<file path="src/include/fsp_pkg.sv">
package fsp_pkg;

  // widths and counts
  localparam int unsigned XLEN       = 32;
  localparam int unsigned NUM_GPR    = 32;
  localparam int unsigned IC_INDEX_W = 11;
  localparam int unsigned STAGES     = 5;
  localparam int unsigned APB_AW     = 12;
  localparam int unsigned IMM_W      = 16;
  localparam int unsigned REG_W      = 5;
  localparam int unsigned OPC_W      = 6;

  // register map (byte addresses)
  localparam logic [APB_AW-1:0] CTRL_OFF  = 12'h000;
  localparam logic [APB_AW-1:0] EPC_OFF   = 12'h004;
  localparam logic [APB_AW-1:0] CAUSE_OFF = 12'h008;
  localparam logic [APB_AW-1:0] BOOT_OFF  = 12'h00c;

  // field positions
  localparam int unsigned CTRL_RUN_BIT   = 0;
  localparam int unsigned CTRL_CMODE_BIT = 1;
  localparam int unsigned CTRL_W         = 2;
  localparam int unsigned CAUSE_EXL_BIT  = 0;
  localparam int unsigned CAUSE_CODE_LSB = 2;
  localparam int unsigned CAUSE_CODE_W   = 5;
  localparam int unsigned CAUSE_BD_BIT   = 31;

  // reset values and fixed codes
  localparam logic [CTRL_W-1:0]       CTRL_RESET      = 2'h0;
  localparam logic [XLEN-1:0]         BOOT_RESET      = 32'h0000_0000;
  localparam logic [CAUSE_CODE_W-1:0] TRAP_CAUSE_CODE = 5'h0d;
  localparam logic [REG_W-1:0]        LINK_REG        = 5'h1f;
  localparam logic [REG_W-1:0]        ZERO_REG        = 5'h00;
  localparam logic [XLEN-1:0]         PC_STEP         = 32'h0000_0004;
  localparam logic [XLEN-1:0]         LINK_STEP       = 32'h0000_0008;

  // instruction word fields
  localparam int unsigned OP_LSB = 26;
  localparam int unsigned RS_LSB = 21;
  localparam int unsigned RT_LSB = 16;
  localparam int unsigned RD_LSB = 11;

  typedef enum logic [OPC_W-1:0] {
    OP_NOP  = 6'h00,
    OP_ADD  = 6'h01,
    OP_JUMP_LINK_REGISTER_OP = 6'h02,
    OP_BEQ  = 6'h03,
    OP_TLT  = 6'h04,
    OP_LW   = 6'h05,
    OP_SW   = 6'h06
  } fsp_op_t;

  typedef enum logic {
    PH_FIRST  = 1'b0,
    PH_SECOND = 1'b1
  } fsp_phase_t;

  typedef struct packed {
    logic             valid;
    logic             slot;
    logic             trap;
    fsp_op_t          op;
    logic [REG_W-1:0] rs;
    logic [REG_W-1:0] rt;
    logic [REG_W-1:0] dst;
    logic [XLEN-1:0]  pc;
    logic [XLEN-1:0]  instr;
    logic [XLEN-1:0]  imm;
    logic [XLEN-1:0]  a;
    logic [XLEN-1:0]  b;
    logic [XLEN-1:0]  res;
  } fsp_stage_t;

  typedef struct packed {
    logic            rd;
    logic            wr;
    logic [XLEN-1:0] vaddr;
    logic [XLEN-1:0] wdata;
  } fsp_dreq_t;

  localparam fsp_stage_t STAGE_BUBBLE = '0;

  // fill op, register fields and sign-extended offset from the raw word
  function automatic fsp_stage_t decode_stage(input fsp_stage_t s);
    fsp_stage_t       d;
    logic [REG_W-1:0] rd;
    d     = s;
    rd    = s.instr[RD_LSB +: REG_W];
    d.rs  = s.instr[RS_LSB +: REG_W];
    d.rt  = s.instr[RT_LSB +: REG_W];
    d.imm = {{(XLEN-IMM_W){s.instr[IMM_W-1]}}, s.instr[IMM_W-1:0]};
    d.dst = ZERO_REG;
    case (s.instr[OP_LSB +: OPC_W])
      OP_ADD: begin
        d.op  = OP_ADD;
        d.dst = rd;
      end
      OP_JUMP_LINK_REGISTER_OP: begin
        d.op  = OP_JUMP_LINK_REGISTER_OP;
        d.dst = (rd == ZERO_REG) ? LINK_REG : rd;
      end
      OP_BEQ:  d.op = OP_BEQ;
      OP_TLT:  d.op = OP_TLT;
      OP_LW: begin
        d.op  = OP_LW;
        d.dst = d.rt;
      end
      OP_SW:   d.op = OP_SW;
      default: d.op = OP_NOP;
    endcase
    return d;
  endfunction

endpackage

</file>
<file path="src/hdl/fsp_pipe_ctrl.sv">
// Chosen here: register access over APB and the address map.
`timescale 1ns/1ps

// Notes on behaviour
// - five stages, each one two-phase processor_cycle
// - fetch: index and translate, then array and tag
// - operand_read_stage: decode, read two operands, target
// - execute_stage: alu, address, align, then dcache access
// - data_cache_stage align and tag; writeback writes
// - redirect reaches fetch two instructions after jump
// - compressed mode: taken branch discards following slot
// - load followed by user interlocks, never stale data
// - eleven index bits, tag versus frame, pc plus four
// - bypass picks execute, data cache or register file
// - add result latched, carried, written in writeback
// - jump_link_register_op loads pc, carries pc plus eight
// - no destination means register 31 gets link
// - branch_equal_op compares bits, adds sign-extended offset
// - branch pc valid by execute second phase
// - trap_less_than_op subtracts, sign test, kills younger
// - trap writeback loads return pc, cause, flags
// - load address is base plus sign-extended offset
// - load tag check, aligned data, written in writeback
// - store data bypassed and shifted in second phase
// - store writes dcache only on lookup hit
// - store holds dcache two cycles; memory follower slips
// - load-use detected in operand_read_stage, data forwarded
// - exception cancels itself and younger, suppresses slips
module fsp_pipe_ctrl #(
  parameter int unsigned                  TAG_W       = 20,
  parameter logic [fsp_pkg::XLEN-1:0]     TRAP_VECTOR = 32'h0000_0180
) (
  input  wire logic                         pclk,
  input  wire logic                         presetn,
  input  wire logic                         psel,
  input  wire logic                         penable,
  input  wire logic                         pwrite,
  input  wire logic [fsp_pkg::APB_AW-1:0]   paddr,
  input  wire logic [fsp_pkg::XLEN-1:0]     pwdata,
  output logic      [fsp_pkg::XLEN-1:0]     prdata,
  output logic                              pready,
  output logic                              pslverr,
  output logic                              ic_fetch,
  output logic      [fsp_pkg::XLEN-1:0]     ic_vaddr,
  output logic      [fsp_pkg::IC_INDEX_W-1:0] ic_index,
  input  wire logic [fsp_pkg::XLEN-1:0]     ic_data,
  input  wire logic [TAG_W-1:0]             ic_tag,
  input  wire logic [TAG_W-1:0]             ic_pfn,
  output fsp_pkg::fsp_dreq_t                dc_req,
  input  wire logic [fsp_pkg::XLEN-1:0]     dc_rdata,
  input  wire logic [TAG_W-1:0]             dc_tag,
  input  wire logic [TAG_W-1:0]             dc_pfn
);

  if (TAG_W < 1 || TAG_W > fsp_pkg::XLEN) begin : g_bad_tag
    $error("tag width out of range");
  end
  if (TRAP_VECTOR[1:0] != 2'h0) begin : g_bad_vector
    $error("trap vector must be word aligned");
  end

  ////////////////////////////////////////////////////////////////////////////////
  // state

  fsp_pkg::fsp_phase_t                 phase_q;
  fsp_pkg::fsp_stage_t                 rf_q;
  fsp_pkg::fsp_stage_t                 ex_q;
  fsp_pkg::fsp_stage_t                 dc_q;
  fsp_pkg::fsp_stage_t                 wb_q;
  fsp_pkg::fsp_stage_t                 if_d;
  fsp_pkg::fsp_dreq_t                  dc_req_q;
  logic [fsp_pkg::XLEN-1:0]            gpr_q [fsp_pkg::NUM_GPR];
  logic [fsp_pkg::XLEN-1:0]            pc_q;
  logic                                fetch_q;
  logic                                dc_hit_q;
  logic [fsp_pkg::CTRL_W-1:0]          ctrl_q;
  logic [fsp_pkg::XLEN-1:0]            boot_q;
  logic [fsp_pkg::XLEN-1:0]            epc_q;
  logic [fsp_pkg::CAUSE_CODE_W-1:0]    code_q;
  logic                                bd_q;
  logic                                exl_q;
  logic [fsp_pkg::XLEN-1:0]            prdata_q;
  logic                                pready_q;
  logic                                pslverr_q;

  logic                                p1;
  logic                                p2;
  logic                                run;
  logic                                cmode;
  logic                                fetch_ok;
  logic [fsp_pkg::XLEN-1:0]            op_a;
  logic [fsp_pkg::XLEN-1:0]            op_b;
  logic [fsp_pkg::XLEN-1:0]            alu_res;
  logic                                less;
  logic [fsp_pkg::XLEN-1:0]            ld_aligned;
  logic [fsp_pkg::XLEN-1:0]            dc_fwd;
  logic [fsp_pkg::XLEN-1:0]            st_aligned;
  logic                                uses_rt;
  logic                                load_use;
  logic                                store_mem;
  logic                                ex_trap;
  logic                                slip;
  logic                                hold;
  logic                                rf_ctl;
  logic                                beq_taken;
  logic                                redirect;
  logic [fsp_pkg::XLEN-1:0]            target;
  logic                                rf_we;
  logic                                ex_mem;

  assign p1    = (phase_q == fsp_pkg::PH_FIRST);
  assign p2    = (phase_q == fsp_pkg::PH_SECOND);
  assign run   = ctrl_q[fsp_pkg::CTRL_RUN_BIT];
  assign cmode = ctrl_q[fsp_pkg::CTRL_CMODE_BIT];

  ////////////////////////////////////////////////////////////////////////////////
  // phase sequencer: one processor_cycle is two pclk cycles

  always_ff @(posedge pclk or negedge presetn) begin
    if (!presetn) begin
      phase_q <= fsp_pkg::PH_FIRST;
    end else begin
      case (phase_q)
        fsp_pkg::PH_FIRST:  phase_q <= fsp_pkg::PH_SECOND;
        fsp_pkg::PH_SECOND: phase_q <= fsp_pkg::PH_FIRST;
        default:            phase_q <= fsp_pkg::PH_FIRST;
      endcase
    end
  end

  ////////////////////////////////////////////////////////////////////////////////
  // fetch: index and translate in phase one, array and tag check in phase two

  assign ic_vaddr = pc_q;
  assign ic_index = pc_q[fsp_pkg::IC_INDEX_W-1:0];
  assign ic_fetch = fetch_q;
  assign fetch_ok = fetch_q && (ic_tag == ic_pfn);

  // a fetched word enters the slot if the older instruction is a jump,
  // or a branch outside compressed mode
  always_comb begin
    if_d       = fsp_pkg::STAGE_BUBBLE;
    if_d.valid = fetch_ok && !(cmode && beq_taken);
    if_d.pc    = pc_q;
    if_d.instr = ic_data;
    if_d.slot  = rf_q.valid && (rf_q.op == fsp_pkg::OP_JUMP_LINK_REGISTER_OP
                 || (rf_q.op == fsp_pkg::OP_BEQ && !cmode));
  end

  // while running, pc moves only at the stage boundary; trap beats hold (slip or slot wait) beats branch
  always_ff @(posedge pclk or negedge presetn) begin
    if (!presetn) begin
      pc_q    <= fsp_pkg::BOOT_RESET;
      fetch_q <= 1'b0;
    end else begin
      fetch_q <= run;
      if (!run) begin
        pc_q <= boot_q;
      end else if (p2) begin
        if (ex_trap) begin
          pc_q <= TRAP_VECTOR;
        end else if (hold) begin
          pc_q <= pc_q;
        end else if (redirect) begin
          pc_q <= target;
        end else if (fetch_ok) begin
          pc_q <= pc_q + fsp_pkg::PC_STEP;
        end
      end
    end
  end

  ////////////////////////////////////////////////////////////////////////////////
  // operand read: bypass network and branch resolution

  function automatic logic [fsp_pkg::XLEN-1:0] operand(input logic [fsp_pkg::REG_W-1:0] r);
    logic [fsp_pkg::XLEN-1:0] v;
    v = gpr_q[r];
    if (r == fsp_pkg::ZERO_REG) begin
      v = '0;
    end else if (ex_q.valid && ex_q.dst == r && ex_q.op != fsp_pkg::OP_LW) begin
      v = ex_q.res;
    end else if (dc_q.valid && dc_q.dst == r) begin
      v = dc_fwd;
    end
    return v;
  endfunction

  assign op_a = operand(rf_q.rs);
  assign op_b = operand(rf_q.rt);

  assign uses_rt = (rf_q.op == fsp_pkg::OP_ADD) || (rf_q.op == fsp_pkg::OP_BEQ)
                || (rf_q.op == fsp_pkg::OP_TLT) || (rf_q.op == fsp_pkg::OP_SW);

  // load result is not ready until the end of its data cache stage
  assign load_use = rf_q.valid && ex_q.valid && ex_q.op == fsp_pkg::OP_LW
                 && ex_q.dst != fsp_pkg::ZERO_REG
                 && ((rf_q.op != fsp_pkg::OP_NOP && ex_q.dst == rf_q.rs)
                 || (uses_rt && ex_q.dst == rf_q.rt));

  // a store owns the data cache for two cycles
  assign store_mem = rf_q.valid && ex_q.valid && ex_q.op == fsp_pkg::OP_SW
                  && (rf_q.op == fsp_pkg::OP_LW || rf_q.op == fsp_pkg::OP_SW);

  assign ex_trap  = ex_q.valid && ex_q.trap;
  assign slip     = (load_use || store_mem) && !ex_trap;
  assign rf_ctl   = rf_q.valid && (rf_q.op == fsp_pkg::OP_BEQ || rf_q.op == fsp_pkg::OP_JUMP_LINK_REGISTER_OP);
  // a control op waits for its slot word so the slot is never lost on a miss
  assign hold     = slip || (rf_ctl && !fetch_ok);

  assign beq_taken = rf_q.valid && rf_q.op == fsp_pkg::OP_BEQ && !slip
                  && ((op_a ^ op_b) == '0);
  assign redirect  = beq_taken || (rf_q.valid && rf_q.op == fsp_pkg::OP_JUMP_LINK_REGISTER_OP);
  assign target    = (rf_q.op == fsp_pkg::OP_JUMP_LINK_REGISTER_OP) ? op_a
                   : rf_q.pc + rf_q.imm;

  ////////////////////////////////////////////////////////////////////////////////
  // execute and data cache datapath

  always_comb begin
    case (ex_q.op)
      fsp_pkg::OP_ADD:  alu_res = ex_q.a + ex_q.b;
      fsp_pkg::OP_TLT:  alu_res = ex_q.a - ex_q.b;
      fsp_pkg::OP_LW:   alu_res = ex_q.a + ex_q.imm;
      fsp_pkg::OP_SW:   alu_res = ex_q.a + ex_q.imm;
      fsp_pkg::OP_JUMP_LINK_REGISTER_OP: alu_res = ex_q.pc + fsp_pkg::LINK_STEP;
      default:          alu_res = ex_q.a;
    endcase
  end

  // signed less-than from the operand signs and the difference sign
  assign less = (ex_q.a[fsp_pkg::XLEN-1] != ex_q.b[fsp_pkg::XLEN-1])
              ? ex_q.a[fsp_pkg::XLEN-1] : alu_res[fsp_pkg::XLEN-1];

  assign st_aligned = ex_q.b << {ex_q.res[1:0], 3'h0};
  assign ld_aligned = dc_rdata >> {dc_q.res[1:0], 3'h0};
  assign dc_fwd     = (dc_q.op == fsp_pkg::OP_LW) ? ld_aligned : dc_q.res;
  assign ex_mem     = ex_q.valid && (ex_q.op == fsp_pkg::OP_LW || ex_q.op == fsp_pkg::OP_SW);

  ////////////////////////////////////////////////////////////////////////////////
  // stage registers: phase one does in-stage work, phase two advances

  always_ff @(posedge pclk or negedge presetn) begin
    if (!presetn) begin
      rf_q     <= fsp_pkg::STAGE_BUBBLE;
      ex_q     <= fsp_pkg::STAGE_BUBBLE;
      dc_q     <= fsp_pkg::STAGE_BUBBLE;
      wb_q     <= fsp_pkg::STAGE_BUBBLE;
      dc_hit_q <= 1'b0;
    end else if (p1) begin
      rf_q     <= fsp_pkg::decode_stage(rf_q);
      ex_q.res <= alu_res;
      ex_q.trap <= ex_q.valid && ex_q.op == fsp_pkg::OP_TLT && less;
      dc_hit_q <= dc_q.valid && (dc_tag == dc_pfn);
    end else begin
      // back end never waits for the front
      wb_q <= dc_q;
      if (dc_q.op == fsp_pkg::OP_LW) begin
        wb_q.res <= ld_aligned;
      end
      dc_q   <= ex_q;
      dc_q.b <= st_aligned;
      if (ex_trap || hold) begin
        ex_q <= fsp_pkg::STAGE_BUBBLE;
      end else begin
        ex_q   <= rf_q;
        ex_q.a <= op_a;
        ex_q.b <= op_b;
      end
      if (ex_trap) begin
        rf_q <= fsp_pkg::STAGE_BUBBLE;
      end else if (!hold) begin
        rf_q <= if_d;
      end
    end
  end

  ////////////////////////////////////////////////////////////////////////////////
  // data cache port: reads in execute phase two, store writes in writeback phase one

  assign dc_req = dc_req_q;

  always_ff @(posedge pclk or negedge presetn) begin
    if (!presetn) begin
      dc_req_q <= '0;
    end else if (p1) begin
      dc_req_q.rd    <= ex_mem;
      dc_req_q.wr    <= 1'b0;
      dc_req_q.vaddr <= alu_res;
      dc_req_q.wdata <= '0;
    end else begin
      dc_req_q.rd    <= 1'b0;
      dc_req_q.wr    <= dc_q.valid && dc_q.op == fsp_pkg::OP_SW && dc_hit_q;
      dc_req_q.vaddr <= dc_q.res;
      dc_req_q.wdata <= dc_q.b;
    end
  end

  ////////////////////////////////////////////////////////////////////////////////
  // register file: written in writeback phase one, read later in the same cycle

  assign rf_we = p1 && wb_q.valid && !wb_q.trap && wb_q.dst != fsp_pkg::ZERO_REG;

  for (genvar g = 0; g < fsp_pkg::NUM_GPR; g++) begin : g_gpr
    always_ff @(posedge pclk or negedge presetn) begin
      if (!presetn) begin
        gpr_q[g] <= '0;
      end else if (rf_we && wb_q.dst == fsp_pkg::REG_W'(g)) begin
        gpr_q[g] <= wb_q.res;
      end
    end
  end

  ////////////////////////////////////////////////////////////////////////////////
  // exception state; a trap arriving with a software clear keeps the level bit set

  always_ff @(posedge pclk or negedge presetn) begin
    if (!presetn) begin
      epc_q  <= '0;
      code_q <= '0;
      bd_q   <= 1'b0;
      exl_q  <= 1'b0;
    end else if (p1 && wb_q.valid && wb_q.trap) begin
      epc_q  <= wb_q.slot ? wb_q.pc - fsp_pkg::PC_STEP : wb_q.pc;
      code_q <= fsp_pkg::TRAP_CAUSE_CODE;
      bd_q   <= wb_q.slot;
      exl_q  <= 1'b1;
    end else if (psel && penable && pwrite && pready_q && paddr == fsp_pkg::CAUSE_OFF
                 && pwdata[fsp_pkg::CAUSE_EXL_BIT]) begin
      exl_q  <= 1'b0;
    end
  end

  ////////////////////////////////////////////////////////////////////////////////
  // apb slave: one wait state, write lands on the completing edge

  assign prdata  = prdata_q;
  assign pready  = pready_q;
  assign pslverr = pslverr_q;

  always_ff @(posedge pclk or negedge presetn) begin
    if (!presetn) begin
      ctrl_q <= fsp_pkg::CTRL_RESET;
      boot_q <= fsp_pkg::BOOT_RESET;
    end else if (psel && penable && pwrite && pready_q) begin
      case (paddr)
        fsp_pkg::CTRL_OFF: ctrl_q <= pwdata[fsp_pkg::CTRL_W-1:0];
        fsp_pkg::BOOT_OFF: boot_q <= pwdata;
        default:           ctrl_q <= ctrl_q;
      endcase
    end
  end

  always_ff @(posedge pclk or negedge presetn) begin
    if (!presetn) begin
      prdata_q  <= '0;
      pready_q  <= 1'b0;
      pslverr_q <= 1'b0;
    end else begin
      pready_q  <= psel && penable && !pready_q;
      pslverr_q <= 1'b0;
      prdata_q  <= '0;
      if (psel && penable && !pready_q) begin
        case (paddr)
          fsp_pkg::CTRL_OFF:  prdata_q <= {{(fsp_pkg::XLEN-fsp_pkg::CTRL_W){1'b0}}, ctrl_q};
          fsp_pkg::EPC_OFF:   prdata_q <= epc_q;
          fsp_pkg::CAUSE_OFF: begin
            prdata_q[fsp_pkg::CAUSE_BD_BIT]                              <= bd_q;
            prdata_q[fsp_pkg::CAUSE_CODE_LSB +: fsp_pkg::CAUSE_CODE_W] <= code_q;
            prdata_q[fsp_pkg::CAUSE_EXL_BIT]                             <= exl_q;
          end
          fsp_pkg::BOOT_OFF:  prdata_q <= boot_q;
          default:            pslverr_q <= 1'b1;
        endcase
      end
    end
  end

endmodule

</file>
<file path="config.mk">
export PLATFORM = sky130hd
export DESIGN_NAME = fsp_pipe_ctrl
export DESIGN_NICKNAME = d
export VERILOG_FILES = /design/src/include/fsp_pkg.sv /design/src/hdl/fsp_pipe_ctrl.sv
export SDC_FILE = /design/constraint.sdc
export NUM_CORES = 2
export LEC_CHECK = 0
export BUFFER_PORTS_ARGS = -buffer_cell sky130_fd_sc_hd__buf_2
export CORE_MARGIN = 5
export CORE_UTILIZATION = 68
export CTS_CLUSTER_DIAMETER = 150
export CTS_CLUSTER_SIZE = 24
export DETAILED_ROUTE_END_ITERATION = 10
export PLACE_DENSITY_LB_ADDON = 0.2
export SLEW_MARGIN = 20
export SYNTH_ARGS = -nofsm -noshare
export SYNTH_HDL_FRONTEND = slang
export SYNTH_SLANG_ARGS = --single-unit
</file>
<file path="constraint.sdc">
create_clock -name pclk -period 11.21 [get_ports pclk]
set_input_delay 0 -clock pclk [delete_from_list [all_inputs] [get_ports pclk]]
set_output_delay 0 -clock pclk [all_outputs]
set_load 0.05 [all_outputs]
</file>
==> out/results.ini <==
[outcome]
status = finished clean

[global_route]
track_usage_pct = 44.6
grt_pass1_vias = 65151
grt_max_degree = 223
gr-total-overflow = 0
grt_pass1_wl_mm = 449
antenna_found_initial = 24

[floorplan]
dieWidth_um = 372
ios = 337
dieArea_um2 = 138000
rows = 132
initial_core_util_pct = 68.6
core_um2 = 130000
dieHeight_um = 372

[synthesis]
netlist_instances = 7061
seq_area_frac_synth_pct = 46.7
syn_nets = 7324
synth_area_um2 = 89100
synth.largest_area_cell = dfrtp_1
yosys_register_bits = 1662
yosys_most_used_dff = dfrtp_1
avgSynthCellArea_um2 = 12.6
synth_top_area_share_pct = 46.7
async_flop_share_pct = 100
synth.area.top_cells = dfrtp_1, mux2_2, mux4_2, mux2i_1, nand2_1
synth-edff-count = 0
synth_cell_type_count = 83
yosysWarnings = 0

[critical_path]
cp_max_fo = 34
startpoint = rf_q[197]
cp-start-kind = flop
crit_path_end_kind = flop
arrival_ps = 7680
cp_cell_sequence = buf_4 -> nor2_1 -> and3_1 -> a21oi_2 -> nand2_1 -> o32ai_1 -> xnor2_1 -> and2_0 -> nand4_1 -> nor3_4 -> o41ai_4 -> buf_4 -> or2_0 -> buf_4 -> o221a_2
criticalPathCategory = reg -> reg
r2r-start = rf_q[197]
r2r_setup_slack_ps = 4160
critPathBufInv = 3
cpMostUsedCell = buf_4
max_stage_delay_ps = 1030
worst_ep_required_time_ps = 11830
crit_path_end = ic_vaddr[8]
regToRegEndpoint = ic_vaddr[8]
cp_top_family = simple AND/OR/NAND/NOR gates
ff2ff_path_depth = 15
crit_cells = 15
slowest_stage = o32ai_1

[detailed_routing]
vias = 65952
viasPerCell = 7.48
first_iter_violations = 8847
firstDrtPassIters = 9
wl_mm = 308
ant_nets = 0
routedWlPerCell_um = 34.9
post-route-drc-count = 0

[layout]
regArea_um2 = 41600
mostFrequentLayoutCells = dfrtp_1, mux2_2, mux4_2, nand2_1, buf_2
areaGrowthSynthToFinish_pct = 6.31
mostFrequentLayoutCell = dfrtp_1
drive_gt1_share_pct = 33.0
n_fill_cell = 8701
fin_nets = 7310
multiInputGateArea_um2 = 44600

[pwr]
pwr-share-seq_pct = 59.3
p_switching_mw = 2.82
power_frac_comb_pct = 9.4
p_int_mw = 7.70
leakagePower_nw = 44.4
p_clk_share_pct = 31.4
vdd_drop_max_mv = 0.176
power_mw = 10.5
p_sw_share_pct = 26.8
p_per_area_nw_per_um2 = 111

[sta]
finalCriticalPeriod_ps = 7050
final_hold_viol_count = 0
slew_headroom_pct = 13.0
setup_viol = 0
rsz0062_at_grt = no
worst_pin_slew_ps = 1300
fin_tns_setup_ps = 0
period_share_pct = 62.9
max_freq_mhz = 142
finalMaxSlewViolations = 0
clock_skew_ps = 24.1
hold_slack_ps = 26.1

[clock_tree]
cts-root-buf = clkbuf_16
clock-sinks = 1662
tritoncts = done
postCtsHoldBufs = 101
postCtsSetupRepairBufs = 0
htreeDepth = 3
clk_latency_ps = 740
clockBufferDepth = 3
numCtsBuffers = 79
cts.clk_slew.worst_paths_ps = 100
post_cts_resized = 0

[place]
portBuffers = 336
post-dp-hpwl_mm = 200
place.gp.congestion = 1.04

[min_path]
hold_path_class = in -> reg

[job]
max-cap-violations = 0

-- worst min path at each step --
stage,end,cells past startpoint,start,slack (ps)
final,boot_q[30],3,pwdata[30],30
after global routing,boot_q[16],3,pwdata[16],30
after CTS,rf_q[143],3,ic_data[15],2
after detailed placement,dc_req[16],1,presetn,90
after floorplan,bd_q,0,presetn,-300
after global placement,dc_req[16],1,presetn,80
-- cell usage after synthesis, types with 49 or more instances --
master     number
dfrtp_1      1662
mux2_2       1191
mux4_2        494
nand2_1       394
clkbuf_1      387
mux2i_1       307
nor2_1        299
a21oi_1       194
o21ai_0       187
xnor2_1       139
nand3_1       138
buf_1         102
o2bb2ai_1     101
a22o_1         97
buf_2          89
nor3_1         87
inv_1          84
a22oi_1        80
xor2_1         78
ha_1           68
buf_4          50
o22ai_1        50
and2_1         49
-- layer usage --
| metal | vias up | wire (um) | global-route usage, % |
|---|---|---|---|
| met1 | 33600 | 108000 | 57.4 |
| li1 | 26361 | - | - |
| met2 | 4637 | 134000 | 65.3 |
| met5 | - | 108 | 0 |
| met3 | 1338 | 37800 | 14.0 |
| met4 | 16 | 27900 | 30.6 |
-- flip-flops by register name (all words and copies together) (netlist names) --
| register | count |
|---|---|
| pslverr | 1 |
| bd_q | 1 |
| prdata | 32 |
| gpr_q | 1024 |
| dc_q | 107 |
| exl_q | 1 |
| dc_hit_q | 1 |
| rf_q | 100 |
| ex_q | 155 |
| code_q | 1 |
| boot_q | 32 |
| ic_fetch | 1 |
| ctrl_q | 2 |
| wb_q | 72 |
| ic_vaddr | 32 |
| p2 | 1 |
| epc_q | 32 |
| pready | 1 |
| dc_req | 66 |
-- tightest hold or removal path: stages --
cell           delay, ps
dlygate4sd3_1        520
buf_2                 90
mux2_2               130
-- cells by family (layout without fill, tap and decap cells) --
family	count (synthesis)	count (layout)	share of synthesized area [%]
flops	1662	1662	46.7
compound gates	1116	1116	8.81
fa+ha+maj	70	70	1.00
buf+inv	741	738	3.65
mux	1992	1992	31.0
other cells	0	19	0
xor+xnor	217	217	2.13
simple gates	1263	1263	6.74
-- cell type report --
cell class                      instances  share of cell area, %
Antenna cell                           19                 0.0502
Tap cell                             1742                   2.30
Clock buffer                           86                   2.14
Inverter                               88                  0.354
Multi-Input combinational cell       4658                   47.1
Timing Repair Buffer                  558                   4.04
Sequential cell                      1662                   43.9
Clock inverter                          6                  0.114
-- power by group through the flow --
stage          registers, mW  logic [mW]  clock network [mW]
6_report                6.23       0.984                3.30
5_1_grt                 6.24        1.03                3.51
4_1_cts                 6.22       0.956                3.31
3_5_place_dp            6.34       0.923                   0
3_3_place_gp            6.34       0.913                   0
2_1_floorplan           6.24       0.564                   0
-- per-stage QoR --
| stage | util, % | setup WS [ps] | instances | area [um^2] |
|---|---|---|---|---|
| 2_1_floorplan | - | 5680 | 7061 | 89100 |
| 5_1_grt | 72.9 | 3880 | 8801 | 94700 |
| 6_report | 73.0 | 4160 | 8819 | 94700 |
| 3_5_place_dp | 70.5 | 4410 | 8606 | 91500 |
| 4_1_cts | 72.9 | 4380 | 8799 | 94600 |
| 3_3_place_gp | 70.5 | 3830 | 8605 | 91500 |
Power figures use the tool's default switching activity.
